$ cat src/core/pcdmux_consts.vh
// constants for the port c/d alternate function mux
`ifndef PCDMUX_CONSTS_VH
`define PCDMUX_CONSTS_VH

// ----------------------------------------------------------------
// register byte offsets
// ----------------------------------------------------------------
`define PCDMUX_OFF_PC_OUT   8'h00
`define PCDMUX_OFF_PC_DIR   8'h04
`define PCDMUX_OFF_PC_PIN   8'h08
`define PCDMUX_OFF_PD_OUT   8'h0C
`define PCDMUX_OFF_PD_DIR   8'h10
`define PCDMUX_OFF_PD_PIN   8'h14
`define PCDMUX_OFF_CTRL     8'h18
`define PCDMUX_OFF_IRQ_EN   8'h1C

// ----------------------------------------------------------------
// control register fields
// ----------------------------------------------------------------
`define PCDMUX_CTRL_PULLOFF 0
`define PCDMUX_CTRL_TXEN    1
`define PCDMUX_CTRL_RXEN    2
`define PCDMUX_CTRL_SYNC    3
`define PCDMUX_CTRL_CTSEN   4
`define PCDMUX_CTRL_RTSEN   5
`define PCDMUX_CTRL_T0CMPB  6
`define PCDMUX_CTRL_T1CMPA  7
`define PCDMUX_CTRL_T1CMPB  8
`define PCDMUX_CTRL_CMPEN   9
`define PCDMUX_CTRL_INOFF   10
`define PCDMUX_CTRL_W       11

// ----------------------------------------------------------------
// interrupt enable fields: ext_irq 7..0 low, pin change 12..8 high
// ----------------------------------------------------------------
`define PCDMUX_IRQ_EXT_LSB  0
`define PCDMUX_IRQ_PCH_LSB  8
`define PCDMUX_IRQ_W        13

// ----------------------------------------------------------------
// reset values and masks
// ----------------------------------------------------------------
`define PCDMUX_RST_PORT     8'h00
`define PCDMUX_RST_CTRL     11'h000
`define PCDMUX_RST_IRQ      13'h0000
`define PCDMUX_PC_MASK      8'hF7

`endif

$ cat src/core/pcdmux_top.v
// port c/d alternate function override mux with apb register access
//
// Added by the designer: the register offsets and the APB register port.
`timescale 1ns/1ns
`include "pcdmux_consts.vh"

module pcdmux_top (
  // apb clock and reset
  input  wire        pclk,
  input  wire        presetn,
  // apb slave
  input  wire        psel,
  input  wire        penable,
  input  wire        pwrite,
  input  wire [7:0]  paddr,
  input  wire [31:0] pwdata,
  output wire        pready,
  output reg  [31:0] prdata,
  output wire        pslverr,
  // port c pads
  input  wire [7:0]  pc_pin_in,
  output reg  [7:0]  pc_pin_out,
  output reg  [7:0]  pc_pin_oe,
  output reg  [7:0]  pc_pin_pullup,
  // port d pads
  input  wire [7:0]  pd_pin_in,
  output reg  [7:0]  pd_pin_out,
  output reg  [7:0]  pd_pin_oe,
  output reg  [7:0]  pd_pin_pullup,
  // values from the peripherals
  input  wire        serial_tx_line,
  input  wire        serial_rts_state,
  input  wire        serial_ext_clock_out,
  input  wire        timer0_cmp_b_out,
  input  wire        timer1_cmp_a_out,
  input  wire        timer1_cmp_b_out,
  // levels to the peripherals
  output wire        serial_rx_line,
  output wire        serial_ext_clock_in,
  output wire        serial_tx_allow,
  output wire        timer0_count_in,
  output wire [7:0]  ext_irq,
  output wire [12:8] pin_change_src,
  output wire        cmp_pos_in,
  output wire        cmp_neg_in
);

  // ----------------------------------------------------------------
  // software registers
  // ----------------------------------------------------------------
  // port halves, control and interrupt enables; all clear on reset
  reg [7:0]                 pc_out_r;
  reg [7:0]                 pc_dir_r;
  reg [7:0]                 pd_out_r;
  reg [7:0]                 pd_dir_r;
  reg [`PCDMUX_CTRL_W-1:0]  ctrl_r;
  reg [`PCDMUX_IRQ_W-1:0]   irq_en_r;

  // bus decode and read path
  wire                      wr_en;
  wire                      rd_setup;
  wire                      addr_ok;
  reg  [31:0]               rd_nxt;

  // control fields; inputs_off turns off every digital input that no
  // override holds on
  wire global_pullup_off = ctrl_r[`PCDMUX_CTRL_PULLOFF];
  wire tx_enable_bit     = ctrl_r[`PCDMUX_CTRL_TXEN];
  wire rx_enable_bit     = ctrl_r[`PCDMUX_CTRL_RXEN];
  wire sync_mode         = ctrl_r[`PCDMUX_CTRL_SYNC];
  wire cts_en            = ctrl_r[`PCDMUX_CTRL_CTSEN];
  wire rts_en            = ctrl_r[`PCDMUX_CTRL_RTSEN];
  wire t0_cmpb_en        = ctrl_r[`PCDMUX_CTRL_T0CMPB];
  wire t1_cmpa_en        = ctrl_r[`PCDMUX_CTRL_T1CMPA];
  wire t1_cmpb_en        = ctrl_r[`PCDMUX_CTRL_T1CMPB];
  wire cmp_en            = ctrl_r[`PCDMUX_CTRL_CMPEN];
  wire inputs_off        = ctrl_r[`PCDMUX_CTRL_INOFF];

  // interrupt enables: external sources low, pin-change sources high
  wire [7:0] ext_en = irq_en_r[`PCDMUX_IRQ_EXT_LSB+7:`PCDMUX_IRQ_EXT_LSB];
  wire [4:0] pch_en = irq_en_r[`PCDMUX_IRQ_PCH_LSB+4:`PCDMUX_IRQ_PCH_LSB];

  // ----------------------------------------------------------------
  // pad input synchronisers
  // ----------------------------------------------------------------
  // three stages; the filtered level only moves when stages two and
  // three agree, so a single metastable resolve cannot glitch it;
  // the cost is up to four edges from pad to level, and stage one
  // feeds stage two only
  reg [15:0] sync1_r;
  reg [15:0] sync2_r;
  reg [15:0] sync3_r;
  reg [15:0] pin_lvl_r;

  always @(posedge pclk or negedge presetn) begin
    if (!presetn) begin
      sync1_r   <= 16'h0000;
      sync2_r   <= 16'h0000;
      sync3_r   <= 16'h0000;
      pin_lvl_r <= 16'h0000;
    end else begin
      sync1_r   <= {pd_pin_in, pc_pin_in};
      sync2_r   <= sync1_r;
      sync3_r   <= sync2_r;
      pin_lvl_r <= (sync2_r & sync3_r) | (pin_lvl_r & (sync2_r | sync3_r));
    end
  end

  // ----------------------------------------------------------------
  // override vectors, bit n of port c at n, port d at n+8
  // ----------------------------------------------------------------
  wire [15:0] pu_oe;
  wire [15:0] pu_ov;
  wire [15:0] dd_oe;
  wire [15:0] dd_ov;
  wire [15:0] ser_pv_oe;
  wire [15:0] ser_pv_ov;
  wire [15:0] tmr_pv_oe;
  wire [15:0] tmr_pv_ov;
  wire [15:0] ie_oe;
  wire [15:0] ie_ov;

  // clock pin is only live in synchronous mode; then its direction bit
  // decides whether the clock is driven out
  wire xck_out_en = sync_mode & pd_dir_r[5];

  // port c never overrides pull-up or direction; bit 3 does not exist
  // and bits 1 and 0 carry no override of any kind
  assign pu_oe[7:0] = 8'h00;
  assign pu_ov[7:0] = 8'h00;
  assign dd_oe[7:0] = 8'h00;
  assign dd_ov[7:0] = 8'h00;

  // port d pull-up overrides: txd off, rxd/cts from out bit, rts zero;
  // forced inputs keep software's pull-up choice unless pull-ups are off
  assign pu_oe[15:8] = {cts_en, rts_en, 2'b00, tx_enable_bit, rx_enable_bit, 2'b00};
  assign pu_ov[15:8] = {pd_out_r[7] & ~global_pullup_off,
                        1'b0,
                        2'b00,
                        1'b0,
                        pd_out_r[2] & ~global_pullup_off,
                        2'b00};

  // port d direction overrides; a forced pin ignores the direction bit
  // that software left behind
  assign dd_oe[15:8] = {cts_en, rts_en, 2'b00, tx_enable_bit, rx_enable_bit, 2'b00};
  assign dd_ov[15:8] = {1'b0,
                        1'b1,
                        2'b00,
                        1'b1,
                        1'b0,
                        2'b00};

  // serial and flow-control value overrides; pd5 carries the clock only
  // in synchronous mode and as an output
  assign ser_pv_oe = {1'b0, rts_en, xck_out_en, 1'b0, tx_enable_bit, 3'b000, 8'h00};
  assign ser_pv_ov = {1'b0, serial_rts_state,
                      serial_ext_clock_out,
                      1'b0, serial_tx_line,
                      3'b000, 8'h00};

  // timer compare value overrides; direction stays with software, so
  // the waveform reaches a pad only when its direction bit is set
  assign tmr_pv_oe = {7'h00, t0_cmpb_en, 1'h0, t1_cmpa_en, t1_cmpb_en, 5'h00};
  assign tmr_pv_ov = {7'h00, timer0_cmp_b_out,
                      1'b0, timer1_cmp_a_out, timer1_cmp_b_out,
                      5'h00};

  // input-enable overrides; comparator pins follow the comparator
  // enable unless an interrupt needs the digital path
  assign ie_oe[7:0]  = {ext_en[4], pch_en[0], pch_en[1], pch_en[2], 1'b0,
                        pch_en[3], 2'b00};
  assign ie_ov[7:0]  = {4'hF, 1'b0, 1'b1, 2'b00};
  // port d: every interrupt enable forces its pin's digital input on
  assign ie_oe[15:8] = {ext_en[7] | cts_en,
                        ext_en[6],
                        pch_en[4],
                        ext_en[5],
                        ext_en[3],
                        ext_en[2] | cmp_en,
                        ext_en[1] | cmp_en,
                        ext_en[0]};
  assign ie_ov[15:8] = {5'h1F,
                        ext_en[2] | cmp_en,
                        ext_en[1] | cmp_en,
                        1'b1};

  // ----------------------------------------------------------------
  // per-pad resolution
  // ----------------------------------------------------------------
  // port c bit 3 is masked so that it stays inert on every path
  wire [15:0] reg_out = {pd_out_r, pc_out_r & `PCDMUX_PC_MASK};
  wire [15:0] reg_dir = {pd_dir_r, pc_dir_r & `PCDMUX_PC_MASK};
  // resolved pad controls and gated digital input levels
  wire [15:0] fin_pu;
  wire [15:0] fin_dir;
  wire [15:0] fin_val;
  wire [15:0] fin_ie;
  wire [15:0] pin_di;

  genvar gi;
  generate
    for (gi = 0; gi < 16; gi = gi + 1) begin : g_pad
      // register-derived pull-up: input with out bit set, unless disabled
      wire reg_pu = ~reg_dir[gi] & reg_out[gi] & ~global_pullup_off;
      // serial claims rank ahead of timer claims on the same pin;
      // a timer claim on a serial pin would otherwise corrupt the line
      wire pv_oe  = ser_pv_oe[gi] | tmr_pv_oe[gi];
      wire pv_ov  = ser_pv_oe[gi] ? ser_pv_ov[gi] : tmr_pv_ov[gi];
      assign fin_pu[gi]  = pu_oe[gi] ? pu_ov[gi] : reg_pu;
      assign fin_dir[gi] = dd_oe[gi] ? dd_ov[gi] : reg_dir[gi];
      assign fin_val[gi] = pv_oe ? pv_ov : reg_out[gi];
      assign fin_ie[gi]  = ie_oe[gi] ? ie_ov[gi] : ~inputs_off;
      // a disabled digital input reads as zero
      assign pin_di[gi]  = fin_ie[gi] & pin_lvl_r[gi];
    end
  endgenerate

  // pad drive is registered so that the pins never see decode glitches;
  // the cost is one cycle from a control change to the pad;
  // pull-ups are masked while the pad drives so they never fight it
  always @(posedge pclk or negedge presetn) begin
    if (!presetn) begin
      pc_pin_out    <= 8'h00;
      pc_pin_oe     <= 8'h00;
      pc_pin_pullup <= 8'h00;
      pd_pin_out    <= 8'h00;
      pd_pin_oe     <= 8'h00;
      pd_pin_pullup <= 8'h00;
    end else begin
      pc_pin_out    <= fin_val[7:0];
      pc_pin_oe     <= fin_dir[7:0];
      pc_pin_pullup <= fin_pu[7:0] & ~fin_dir[7:0];
      pd_pin_out    <= fin_val[15:8];
      pd_pin_oe     <= fin_dir[15:8];
      pd_pin_pullup <= fin_pu[15:8] & ~fin_dir[15:8];
    end
  end

  // ----------------------------------------------------------------
  // levels to the peripherals
  // ----------------------------------------------------------------
  // the receiver sees zero while it is off, so a stray edge cannot start a frame
  assign serial_rx_line      = rx_enable_bit & pin_di[10];
  assign serial_ext_clock_in = sync_mode & ~pd_dir_r[5] & pin_di[13];
  // clear-to-send is active low: a high pin holds the transmitter;
  // the event counter shares that pad and sees the same gated level
  assign serial_tx_allow     = ~cts_en | ~pin_di[15];
  assign timer0_count_in     = pin_di[15];
  assign ext_irq             = {pin_di[15], pin_di[14], pin_di[12], pin_di[7],
                                pin_di[11], pin_di[10], pin_di[9], pin_di[8]};
  assign pin_change_src      = {pin_di[13], pin_di[2], pin_di[4], pin_di[5],
                                pin_di[6]};
  // interrupt sources above take the gated level, while the
  // comparator taps the pad level before digital input gating
  assign cmp_neg_in          = pin_lvl_r[10];
  assign cmp_pos_in          = pin_lvl_r[9];

  // ----------------------------------------------------------------
  // apb slave
  // ----------------------------------------------------------------
  // zero wait state; read data is captured in the setup cycle,
  // so every access phase completes at its first edge
  assign pready   = 1'b1;
  assign wr_en    = psel & penable & pwrite & addr_ok;
  assign rd_setup = psel & ~penable;
  assign addr_ok  = (paddr == `PCDMUX_OFF_PC_OUT) | (paddr == `PCDMUX_OFF_PC_DIR) |
                    (paddr == `PCDMUX_OFF_PC_PIN) | (paddr == `PCDMUX_OFF_PD_OUT) |
                    (paddr == `PCDMUX_OFF_PD_DIR) | (paddr == `PCDMUX_OFF_PD_PIN) |
                    (paddr == `PCDMUX_OFF_CTRL)   | (paddr == `PCDMUX_OFF_IRQ_EN);
  // unmapped addresses and writes to the read-only pin registers fail
  assign pslverr  = psel & penable & (~addr_ok | (pwrite &
                    ((paddr == `PCDMUX_OFF_PC_PIN) | (paddr == `PCDMUX_OFF_PD_PIN))));

  // register writes land at the access edge of a mapped address;
  // port c bit 3 always stores zero
  always @(posedge pclk or negedge presetn) begin
    if (!presetn) begin
      pc_out_r <= `PCDMUX_RST_PORT;
      pc_dir_r <= `PCDMUX_RST_PORT;
      pd_out_r <= `PCDMUX_RST_PORT;
      pd_dir_r <= `PCDMUX_RST_PORT;
      ctrl_r   <= `PCDMUX_RST_CTRL;
      irq_en_r <= `PCDMUX_RST_IRQ;
    end else if (wr_en) begin
      case (paddr)
        `PCDMUX_OFF_PC_OUT: pc_out_r <= pwdata[7:0] & `PCDMUX_PC_MASK;
        `PCDMUX_OFF_PC_DIR: pc_dir_r <= pwdata[7:0] & `PCDMUX_PC_MASK;
        `PCDMUX_OFF_PD_OUT: pd_out_r <= pwdata[7:0];
        `PCDMUX_OFF_PD_DIR: pd_dir_r <= pwdata[7:0];
        `PCDMUX_OFF_CTRL:   ctrl_r   <= pwdata[`PCDMUX_CTRL_W-1:0];
        `PCDMUX_OFF_IRQ_EN: irq_en_r <= pwdata[`PCDMUX_IRQ_W-1:0];
        default: ;
      endcase
    end
  end

  // read multiplexer
  // unused upper bits and unmapped offsets read as zero
  always @* begin
    rd_nxt = 32'h0000_0000;
    case (paddr)
      `PCDMUX_OFF_PC_OUT: rd_nxt[7:0] = pc_out_r;
      `PCDMUX_OFF_PC_DIR: rd_nxt[7:0] = pc_dir_r;
      `PCDMUX_OFF_PC_PIN: rd_nxt[7:0] = pin_di[7:0] & `PCDMUX_PC_MASK;
      `PCDMUX_OFF_PD_OUT: rd_nxt[7:0] = pd_out_r;
      `PCDMUX_OFF_PD_DIR: rd_nxt[7:0] = pd_dir_r;
      `PCDMUX_OFF_PD_PIN: rd_nxt[7:0] = pin_di[15:8];
      `PCDMUX_OFF_CTRL:   rd_nxt[`PCDMUX_CTRL_W-1:0] = ctrl_r;
      `PCDMUX_OFF_IRQ_EN: rd_nxt[`PCDMUX_IRQ_W-1:0] = irq_en_r;
      default:            rd_nxt = 32'h0000_0000;
    endcase
  end

  // read data held from the setup edge through the access phase;
  // a write setup clears it so stale read data never lingers on the bus
  always @(posedge pclk or negedge presetn) begin
    if (!presetn) begin
      prdata <= 32'h0000_0000;
    end else if (rd_setup) begin
      prdata <= pwrite ? 32'h0000_0000 : rd_nxt;
    end
  end

endmodule

$ cat config.mk
export PLATFORM = sky130hd
export DESIGN_NAME = pcdmux_top
export DESIGN_NICKNAME = d
export VERILOG_FILES = /design/src/core/pcdmux_top.v
export VERILOG_INCLUDE_DIRS = /design/src /design/src/core
export SDC_FILE = /design/constraint.sdc
export NUM_CORES = 1
export LEC_CHECK = 0
export BUFFER_PORTS_ARGS = -buffer_cell sky130_fd_sc_hd__buf_2
export CORE_MARGIN = 2
export CORE_UTILIZATION = 45
export CTS_BUF_LIST = sky130_fd_sc_hd__clkbuf_4
export DETAILED_ROUTE_END_ITERATION = 6
export GPL_TIMING_DRIVEN = 0
export PLACE_DENSITY = 0.69
export SYNTH_ARGS = -nofsm -noshare
export SYNTH_HDL_FRONTEND = slang
export SYNTH_SLANG_ARGS = --single-unit
$ cat constraint.sdc
create_clock -name pclk -period 8.8 [get_ports pclk]
set_clock_uncertainty 0.2 [all_clocks]
set_input_delay 2.64 -clock pclk [delete_from_list [all_inputs] [get_ports pclk]]
set_output_delay 2.64 -clock pclk [all_outputs]
set_load 0.01 [all_outputs]
==> results of run 1 <==
critical path, cell delays in order:
cell                       delay, ns
sky130_fd_sc_hd__buf_2          0.15
sky130_fd_sc_hd__buf_1          0.59
sky130_fd_sc_hd__clkbuf_1       0.58
sky130_fd_sc_hd__nor3b_1        0.10
sky130_fd_sc_hd__o21ai_0        0.19
sky130_fd_sc_hd__a31oi_1        0.16
sky130_fd_sc_hd__buf_2          0.19
worst max path at each step:
stage / startpoint / endpoint / slack [ns] / cells after the start
2_1_floorplan: paddr[5] / pslverr / 2.06 / 5
3_3_place_gp: paddr[2] / pslverr / 1.45 / 7
3_5_place_dp: paddr[2] / pslverr / 1.39 / 7
4_1_cts: paddr[2] / pslverr / 1.38 / 7
5_1_grt: paddr[2] / pslverr / 1.24 / 7
6_report: paddr[2] / pslverr / 1.35 / 7
per-layer routing:
| metal | routed length (um) | part of all wire, % |
|---|---|---|
| met1 | 6740 | 42 |
| met2 | 7740 | 48 |
| met3 | 1290 | 8.0 |
| met4 | 235 | 1.5 |
| met5 | 15 | 0.094 |
stage by stage:
| stage | cell area, sq um | hold WS [ns] | setup slack, ns | power (mW) |
|---|---|---|---|---|
| after floorplan | 6850 | 0.131 | 2.06 | 0.886 |
| final | 7990 | 0.160 | 1.35 | 1.33 |
| after global placement | 7700 | 0.132 | 1.45 | 0.938 |
| after detailed placement | 7740 | 0.135 | 1.39 | 0.944 |
| after CTS | 7980 | 0.159 | 1.38 | 1.35 |
| after global routing | 7990 | 0.170 | 1.24 | 1.39 |
cells by family after synthesis:
group	share of synthesized area, %
multiplexers	14.4
AO/OA/AOI/OAI	5.23
buffers and inverters	4.32
other	0.111
flip-flops	63.6
AND/OR/NAND/NOR	10.1
adder cells (fa/ha/maj)	2.22
report_power, final:
group	internal (mW)	switching (mW)
Clock	0.141	0.263
Combinational	0.0428	0.0623
Sequential	0.811	0.0122
Total	0.995	0.337
synth_stat cells, types with 7 or more instances:
| library cell | count |
|---|---|
| sky130_fd_sc_hd__dfrtp_1 | 172 |
| sky130_fd_sc_hd__mux2_1 | 27 |
| sky130_fd_sc_hd__mux2_4 | 25 |
| sky130_fd_sc_hd__buf_4 | 24 |
| sky130_fd_sc_hd__nand2_1 | 24 |
| sky130_fd_sc_hd__nor3b_1 | 20 |
| sky130_fd_sc_hd__nor2b_1 | 16 |
| sky130_fd_sc_hd__maj3_1 | 15 |
| sky130_fd_sc_hd__mux2i_1 | 14 |
| sky130_fd_sc_hd__mux2_2 | 10 |
| sky130_fd_sc_hd__o21ai_0 | 10 |
| sky130_fd_sc_hd__a21oi_1 | 9 |
| sky130_fd_sc_hd__clkbuf_1 | 8 |
| sky130_fd_sc_hd__inv_1 | 8 |
| sky130_fd_sc_hd__nand2b_1 | 8 |
| sky130_fd_sc_hd__nor2_1 | 7 |
cell type report:
type                       count  share of cell area (%)
multi-input combinational    279                    28.3
timing repair buffer         125                    8.24
clock inverter                12                    1.27
inverter                       8                   0.376
antenna                        1                  0.0313
buffer                        41                    3.29
sequential                   172                    53.9
tap                          184                    2.88
clock buffer                  19                    1.78
state kept, by name, summed over array words and instances (netlist names):
register,count
ctrl_r,11
pd_pin_pullup,8
prdata,13
sync1_r,15
sync2_r,15
pin_lvl_r,15
pc_dir_r,7
pd_pin_oe,8
pd_dir_r,8
pc_pin_oe,7
sync3_r,15
pd_pin_out,8
pc_pin_pullup,7
pc_pin_out,7
irq_en_r,13
pd_out_r,8
pc_out_r,7
layout by cell type (no fill, tap or decap), types with 3 or more instances in the layout:
cell type                    instances
sky130_fd_sc_hd__buf_4              24
sky130_fd_sc_hd__o31ai_1             6
sky130_fd_sc_hd__nand3_1             4
sky130_fd_sc_hd__nand2_1            24
sky130_fd_sc_hd__maj3_1             15
sky130_fd_sc_hd__o21ai_0            10
sky130_fd_sc_hd__clkbuf_1            8
sky130_fd_sc_hd__mux2_4             25
sky130_fd_sc_hd__mux2_1             27
sky130_fd_sc_hd__clkinv_1            4
sky130_fd_sc_hd__and2_1              6
sky130_fd_sc_hd__clkinvlp_4          4
sky130_fd_sc_hd__clkinv_4            3
sky130_fd_sc_hd__mux2_2             10
sky130_fd_sc_hd__clkbuf_4           19
sky130_fd_sc_hd__inv_1               8
sky130_fd_sc_hd__nor3b_1            20
sky130_fd_sc_hd__conb_1             23
sky130_fd_sc_hd__a31oi_1             6
sky130_fd_sc_hd__nand2b_1            8
sky130_fd_sc_hd__a21oi_1             9
sky130_fd_sc_hd__mux2i_1            14
sky130_fd_sc_hd__nor3_1              6
sky130_fd_sc_hd__a221oi_1            5
sky130_fd_sc_hd__dfrtp_1           172
sky130_fd_sc_hd__nor2b_1            16
sky130_fd_sc_hd__nor2_1              7
sky130_fd_sc_hd__buf_2             126
sky130_fd_sc_hd__buf_1               4
==> results.toml, run 1 <==
[worst_setup_path]
end_kind = "primary output"
r2r-end = "prdata[7]"
worstRegToRegCells = 5
worst_ep_required_time_ns = 5.96
critPathLaunchType = "primary input"
setup.reg_to_reg.worst_slack_ns = 6.62
maximum_fanout_along_the_worst_path = 10
cp_data_arrival_time_ns = 4.61
timing_worst_setup_path_type = "in -> out"
reg2reg_from = "ctrl_r[10]"

[route]
detailed_routing_iteration_count_for_the_pre_antenna_repair_pass = 5
antenna_left = 0
route.detailed.vias_per_inst = 5.20
finalWirelength_um = 16000
detailroute.via_count = 4370
first_iter_violations = 287
detail_route.wl_per_cell_um = 19.0
route.detailed.drc = 0

[run_status]
status = "finished, final reports clean"

[run]
max_cap_viol_count = 0

[grt]
grt_use_total_pct = 21.0
grt_pass1_vias = 4502
antenna_found_initial = 2
gr-total-overflow = 0
use_met3_pct = 6.66
maximum_number_of_pins_on_one_net_before_global_route_repair = 104
met2_usage_pct = 33.1
grt_first_pass_wirelength_um = 25200
grt.met1_usage_pct = 28.2
grt_most_used_layer = "met2"

[floorplanning]
chipWidth_um = 127
io_pins = 168
start_util_pct = 46.2
fp-row-count = 44
die-area_sq_um = 16000
core-area_sq_um = 14600
vertical_die_dimension_um = 127

[sta]
final.setup.tns_ns = 0
rsz0062_at_grt = "false"
slew_viol_final = 0
final.period_utilization_pct = 84.6
timing_hold_violations_final = 0
relative_max_transition_margin_pct = 28.0
min_period_ns = 7.45
achievable-frequency_mhz = 134
timing.final.setup_violations = 0
worst-slew-pin-transition_ns = 1.07

[synthesis]
synth_area_sq_um = 6770
post_synthesis_register_bit_count = 172
synth-edff-count = 0
synthArstFlopShare_pct = 100
number_of_cells_produced_by_synthesis = 479
synthesized_area_per_cell_sq_um = 14.1
area_share_of_the_largest_cell_type_after_synthesis_pct = 63.6
synth-warning-count = 0
synth.top_cells.by_area = "sky130_fd_sc_hd__dfrtp_1, sky130_fd_sc_hd__mux2_4, sky130_fd_sc_hd__mux2_1, sky130_fd_sc_hd__buf_4, sky130_fd_sc_hd__maj3_1"
synth_flop_type = "sky130_fd_sc_hd__dfrtp_1"
netlist.top_cell.by_area = "sky130_fd_sc_hd__dfrtp_1"
yosysSeqAreaShare_pct = 63.6
synth_cell_types = 53

[clock_tree]
ctsHoldBuffers = 0
cts.path.max_buffers = 2
clk_transition_reported_paths_ns = 0.12
tritoncts_num_sinks = 172
cts_root_buffer = "sky130_fd_sc_hd__clkbuf_4"
cts_setup_buffers = 0
cts_htree_levels = 4
clk-insertion-delay-late_ns = 0.58
tritoncts = "done"
post_cts_resize_count = 0
cts_buffers = 17

[place]
detailed_place_hpwl_um = 11400
place_congestion = 0.916
post-place-cells = 809
numPortBuffers = 124

[cells_and_area]
seq_area_sq_um = 4300
design.final.nets = 711
layout.core_utilization_pct = 54.6
fill_cell_instance_count_of_the_final_layout = 1267
ratio_of_cells_with_drive_above_1_in_the_final_layout_pct = 35.2
multi_input_gate_area_in_the_final_layout_sq_um = 2260
flow.area_growth_from_synthesis_pct = 18.0
post_route_non_filler_standard_cell_count = 841

[power_and_ir_drop]
power_density_nw_per_um2 = 167
power_leakage_nw = 4.11
vdd_drop_max_v = 0.0000869

[hold_path]
holdCritStartpoint = "sync1_r[9]"
holdCritPathClass = "reg -> reg"
whs_endpoint = "sync2_r[9]"
min_delay_path_depth = 0
Note: power is estimated with default switching activity, not from simulation.
==> inputs of run 2 (changes only) <==
--- a/config.mk
+++ b/config.mk
@@ -12,7 +12,7 @@
 export CTS_BUF_LIST = sky130_fd_sc_hd__clkbuf_4
 export DETAILED_ROUTE_END_ITERATION = 6
 export GPL_TIMING_DRIVEN = 0
-export PLACE_DENSITY = 0.69
+export PLACE_DENSITY = 0.72
 export SYNTH_ARGS = -nofsm -noshare
 export SYNTH_HDL_FRONTEND = slang
 export SYNTH_SLANG_ARGS = --single-unit
==> constraint.sdc (replaced) <==
create_clock -name pclk -period 6.2 [get_ports pclk]
set_clock_uncertainty 0.2 [all_clocks]
set_input_delay 1.86 -clock pclk [delete_from_list [all_inputs] [get_ports pclk]]
set_output_delay 1.86 -clock pclk [all_outputs]
set_load 0.01 [all_outputs]
==> run 2 against run 1 <==
Setup slack lost 0.93 ns. Power grew 45%. Clock power grew 54%. Highest routed layer unchanged. Utilization grew 0.20 points. Global-route usage shrank 0.45 points. Critical path type unchanged. Largest cell class unchanged. Sequential cell count is the same. Non-clock buffer count is the same. Cell area grew 0.36%. Cell count is the same. First-iteration DRC count shrank 32%. Register-to-register slack lost 2.6 ns. Hold slack gained 0.0020 ns.
==> results.toml, run 2 (synthesis gave the netlist of run 1 again) <==
[cells_and_area]
seq_area_sq_um = 4300
multi_input_gate_area_in_the_final_layout_sq_um = 2260
layout_commonest_cell = "sky130_fd_sc_hd__dfrtp_1"
final_cell_mix = "sky130_fd_sc_hd__dfrtp_1, sky130_fd_sc_hd__buf_2, sky130_fd_sc_hd__mux2_1"
design.final.nets = 711
layout.core_utilization_pct = 54.8
flow.area_growth_from_synthesis_pct = 18.4
fill_cell_instance_count_of_the_final_layout = 1267
ratio_of_cells_with_drive_above_1_in_the_final_layout_pct = 35.7

[run_status]
status = "finished, final reports clean"

[grt]
gr-total-overflow = 0
grt_first_pass_wirelength_um = 24600
antenna_found_initial = 2
grt_pass1_vias = 4472
maximum_number_of_pins_on_one_net_before_global_route_repair = 89
grt_use_total_pct = 20.6

[place]
numPortBuffers = 124
place_congestion = 0.914
detailed_place_hpwl_um = 11400

[route]
route.detailed.drc = 0
detailroute.via_count = 4394
detailed_routing_iteration_count_for_the_pre_antenna_repair_pass = 5
finalWirelength_um = 16000
antenna_left = 0
route.detailed.vias_per_inst = 5.22
first_iter_violations = 195
detail_route.wl_per_cell_um = 19.0

[sta]
worst-slew-pin-transition_ns = 1.08
rsz0062_at_grt = "false"
final.setup.tns_ns = 0
min_period_ns = 5.78
timing.final.setup_violations = 0
slew_viol_final = 0
achievable-frequency_mhz = 173
final.period_utilization_pct = 93.2
timing_hold_violations_final = 0
relative_max_transition_margin_pct = 27.3

[worst_setup_path]
worst_ep_required_time_ns = 4.14
startpoint = "paddr[2]"
maximum_fanout_along_the_worst_path = 10
end_kind = "primary output"
cp_data_arrival_time_ns = 3.72
setup.reg_to_reg.worst_slack_ns = 4.06
critPathLaunchType = "primary input"
timing_worst_setup_path_type = "in -> out"
reg2reg_from = "ctrl_r[10]"

[run]
max_cap_viol_count = 0

[clock_tree]
cts_root_buffer = "sky130_fd_sc_hd__clkbuf_4"
tritoncts = "done"
clk_transition_reported_paths_ns = 0.12
cts_buffers = 17
post_cts_resize_count = 0
clk-insertion-delay-late_ns = 0.57
ctsHoldBuffers = 0
tritoncts_num_sinks = 172
cts.path.max_buffers = 2
cts_setup_buffers = 0
cts_htree_levels = 4

[floorplanning]
start_util_pct = 46.2
chipWidth_um = 127
die-area_sq_um = 16000
io_pins = 168
fp-row-count = 44
core-area_sq_um = 14600
vertical_die_dimension_um = 127

[power_and_ir_drop]
power_leakage_nw = 4.12
power_density_nw_per_um2 = 242
design_power_total_mw = 1.94
vdd_drop_max_v = 0.000165

[hold_path]
holdCritPathClass = "reg -> reg"
holdCritStartpoint = "sync1_r[7]"
run 2: cell count changes in the layout (fill, tap and decap cells not counted):
cell                         previous run  this run
sky130_fd_sc_hd__clkinv_4               3         1
sky130_fd_sc_hd__clkinvlp_4             4         6
sky130_fd_sc_hd__clkinv_1               4         1
sky130_fd_sc_hd__clkinv_2               0         1
sky130_fd_sc_hd__bufinv_16              1         2
sky130_fd_sc_hd__clkbuf_4              19        20
run 2: layout make-up:
type / count / share of cell area [%]
inverters: 8 / 0.374
multi-input cells: 279 / 28.2
repair buffers: 125 / 8.21
clock inverters: 11 / 1.53
clock buffers: 20 / 1.87
well taps: 184 / 2.87
flip-flops and latches: 172 / 53.7
plain buffers: 41 / 3.28
diodes: 1 / 0.0312
run 2: final timing paths:
path	to	depth (start not counted)
setup / recovery	pslverr	7
hold / removal	sync2_r[7]	0
setup reg to reg	prdata[7]	5
hold reg to reg	sync2_r[7]	0
max in group asynchronous	pd_out_r[0]	2
min in group asynchronous	sync3_r[4]	1
run 2: power by group:
part | total (mW) | internal [mW] | switching (mW)
clock network | 0.622 | 0.248 | 0.374
logic | 0.148 | 0.0607 | 0.0876
registers | 1.17 | 1.15 | 0.0176
run 2: worst max-delay path: stages:
cell	delay (ns)
sky130_fd_sc_hd__buf_2	0.14
sky130_fd_sc_hd__buf_1	0.56
sky130_fd_sc_hd__clkbuf_1	0.55
sky130_fd_sc_hd__nor3b_1	0.10
sky130_fd_sc_hd__o21ai_0	0.18
sky130_fd_sc_hd__a31oi_1	0.14
sky130_fd_sc_hd__buf_2	0.19
run 2: layer usage:
metal,GRT usage (%),wire length (um),vias to the layer above
li1,-,-,1992
met1,27.3,6780,2212
met2,32.2,7730,166
met3,6.54,1260,22
met4,7.50,234,2
met5,0,5,-
run 2: through the flow:
stage | cells | hold slack (ns) | setup slack, ns | area (sq um)
after global routing | 841 | 0.170 | 0.308 | 8020
after floorplan | 500 | 0.131 | 1.02 | 6850
after CTS | 840 | 0.164 | 0.421 | 8010
after detailed placement | 809 | 0.135 | 0.438 | 7740
after global placement | 808 | 0.133 | 0.409 | 7700
final | 841 | 0.162 | 0.420 | 8020
==> inputs of run 3 (changes only) <==
--- a/config.mk
+++ b/config.mk
@@ -6,7 +6,7 @@
 export SDC_FILE = /design/constraint.sdc
 export NUM_CORES = 1
 export LEC_CHECK = 0
-export BUFFER_PORTS_ARGS = -buffer_cell sky130_fd_sc_hd__buf_2
+export BUFFER_PORTS_ARGS = -buffer_cell sky130_fd_sc_hd__buf_4
 export CORE_MARGIN = 2
 export CORE_UTILIZATION = 45
 export CTS_BUF_LIST = sky130_fd_sc_hd__clkbuf_4
==> run 3 against run 2 <==
Cell area increased by 3.4%. Sequential power about the same. Sequential cell count unchanged. Utilization increased by 1.9 points. First-iteration DRC count increased by 26%. Power decreased by 1.8%. Register-to-register slack got worse by 0.14 ns. Non-clock buffer count unchanged. Largest power group unchanged.
==> results.toml, run 3 (synthesis gave the netlist of run 1 again) <==
[sta]
worst-slew-pin-transition_ns = 1.04
hold_ws_ns = 0.165
final.period_utilization_pct = 93.5
timing_hold_violations_final = 0
relative_max_transition_margin_pct = 30.3
final.setup.tns_ns = 0
timing.final.setup_violations = 0
rsz0062_at_grt = "false"
min_period_ns = 5.80
achievable-frequency_mhz = 173
slew_viol_final = 0

[route]
detail_route.wl_per_cell_um = 19.2
route.detailed.drc = 0
antenna_left = 0
first_iter_violations = 245
detailed_routing_iteration_count_for_the_pre_antenna_repair_pass = 4
route.detailed.vias_per_inst = 5.21
finalWirelength_um = 16200
detailroute.via_count = 4379

[grt]
antenna_found_initial = 0
grt_use_total_pct = 21.1
gr-total-overflow = 0
grt_pass1_vias = 4536
grt_first_pass_wirelength_um = 25300
maximum_number_of_pins_on_one_net_before_global_route_repair = 88

[floorplanning]
die-area_sq_um = 16000
io_pins = 168
vertical_die_dimension_um = 127
start_util_pct = 46.2
chipWidth_um = 127
core-area_sq_um = 14600
fp-row-count = 44

[power_and_ir_drop]
switching_power_uw = 481
comb_power_share_pct = 8.6
seq_power_share_pct = 61.5
cell_internal_pwr_mw = 1.42
power.share.clock_pct = 29.9
power_density_nw_per_um2 = 230
power_leakage_nw = 4.15
vdd_drop_max_v = 0.000138
netSwitchingFraction_pct = 25.3

[worst_setup_path]
timing_worst_setup_path_type = "in -> out"
cp_cell_sequence = "buf_4 -> buf_1 -> clkbuf_1 -> nor3b_1 -> o21ai_0 -> a31oi_1 -> buf_4"
worst_ep_required_time_ns = 4.14
critPathLaunchType = "primary input"
cp_slowest_cell = "sky130_fd_sc_hd__clkbuf_1"
setup.reg_to_reg.worst_slack_ns = 3.92
cp_slowest_stage_delay_ns = 0.57
worst_path_dominant_cell_family = "buffers and inverters"
cp_data_arrival_time_ns = 3.74
maximum_fanout_along_the_worst_path = 10
crit_top_cell = "sky130_fd_sc_hd__buf_4"
path_buf_inv = 4
end_kind = "primary output"

[clock_tree]
cts_setup_buffers = 0
tritoncts_num_sinks = 172
clk_transition_reported_paths_ns = 0.13
post_cts_resize_count = 0
cts_htree_levels = 4
cts.path.max_buffers = 2
clk-insertion-delay-late_ns = 0.57
cts_root_buffer = "sky130_fd_sc_hd__clkbuf_4"
tritoncts = "done"
ctsHoldBuffers = 0
cts_buffers = 17

[run]
max_cap_viol_count = 0

[cells_and_area]
design.final.nets = 711
layout.core_utilization_pct = 56.6
stdcell_area_sq_um = 8290
post_route_non_filler_standard_cell_count = 840
diodes = 0
final_cell_mix = "sky130_fd_sc_hd__dfrtp_1, sky130_fd_sc_hd__buf_4, sky130_fd_sc_hd__mux2_1"
flow.area_growth_from_synthesis_pct = 22.5
layout_commonest_cell = "sky130_fd_sc_hd__dfrtp_1"
ratio_of_cells_with_drive_above_1_in_the_final_layout_pct = 35.5

[run_status]
status = "finished, final reports clean"

[place]
detailed_place_hpwl_um = 11400
post-place-cells = 809
place_congestion = 0.906
post_dp_cell_area_sq_um = 8050
numPortBuffers = 124

[hold_path]
holdCritPathClass = "reg -> reg"
[run 3: cell count changes in the layout (fill, tap and decap cells not counted), sizes merged]
cell,previous run,this run
clkinvlp,6,5
bufinv,2,1
clkbuf,28,26
diode,1,0
clkinv,3,7
[run 3: path summary, 6_finish.rpt]
path                             start      endpoint  cells past startpoint
min in group asynchronous      presetn    sync3_r[6]                      1
max reg2reg                 ctrl_r[10]     prdata[7]                      5
max in group asynchronous      presetn  pd_pin_oe[7]                      2
min                        sync1_r[13]   sync2_r[13]                      0
max                           paddr[2]       pslverr                      7
min reg2reg                sync1_r[13]   sync2_r[13]                      0
[run 3: metal layers]
metal / vias to the layer above / routed length, um / track usage, % / part of all wire, %
met2: 161 / 7640 / 33.1 / 47
met5: - / 0 / 0 / 0
met1: 2209 / 7050 / 28.3 / 44
met4: 0 / 343 / 7.05 / 2.1
met3: 26 / 1130 / 6.37 / 7.0
li1: 1983 / - / - / -
[run 3: layout make-up]
type	instances	area (sq um)
fill	1214	6350
sequential	172	4300
multi-input combinational	279	2260
timing repair buffer	125	966
buffer	41	263
tap	184	230
clock buffer	18	135
clock inverter	13	104
inverter	8	30.0
[run 3: power groups by stage]
stage | Combinational (mW) | Sequential, mW | Clock, mW
floorplan | 0.0711 | 1.19 | 0
global placement | 0.159 | 1.19 | 0
detailed placement | 0.165 | 1.19 | 0
CTS | 0.165 | 1.17 | 0.586
global route | 0.180 | 1.17 | 0.635
finish | 0.165 | 1.17 | 0.569
[run 3: per-stage QoR]
step	total power [mW]	worst slack [ns]
6_report	1.90	0.403
3_3_place_gp	1.35	0.439
5_1_grt	1.99	0.245
4_1_cts	1.92	0.428
3_5_place_dp	1.36	0.433
2_1_floorplan	1.26	1.02
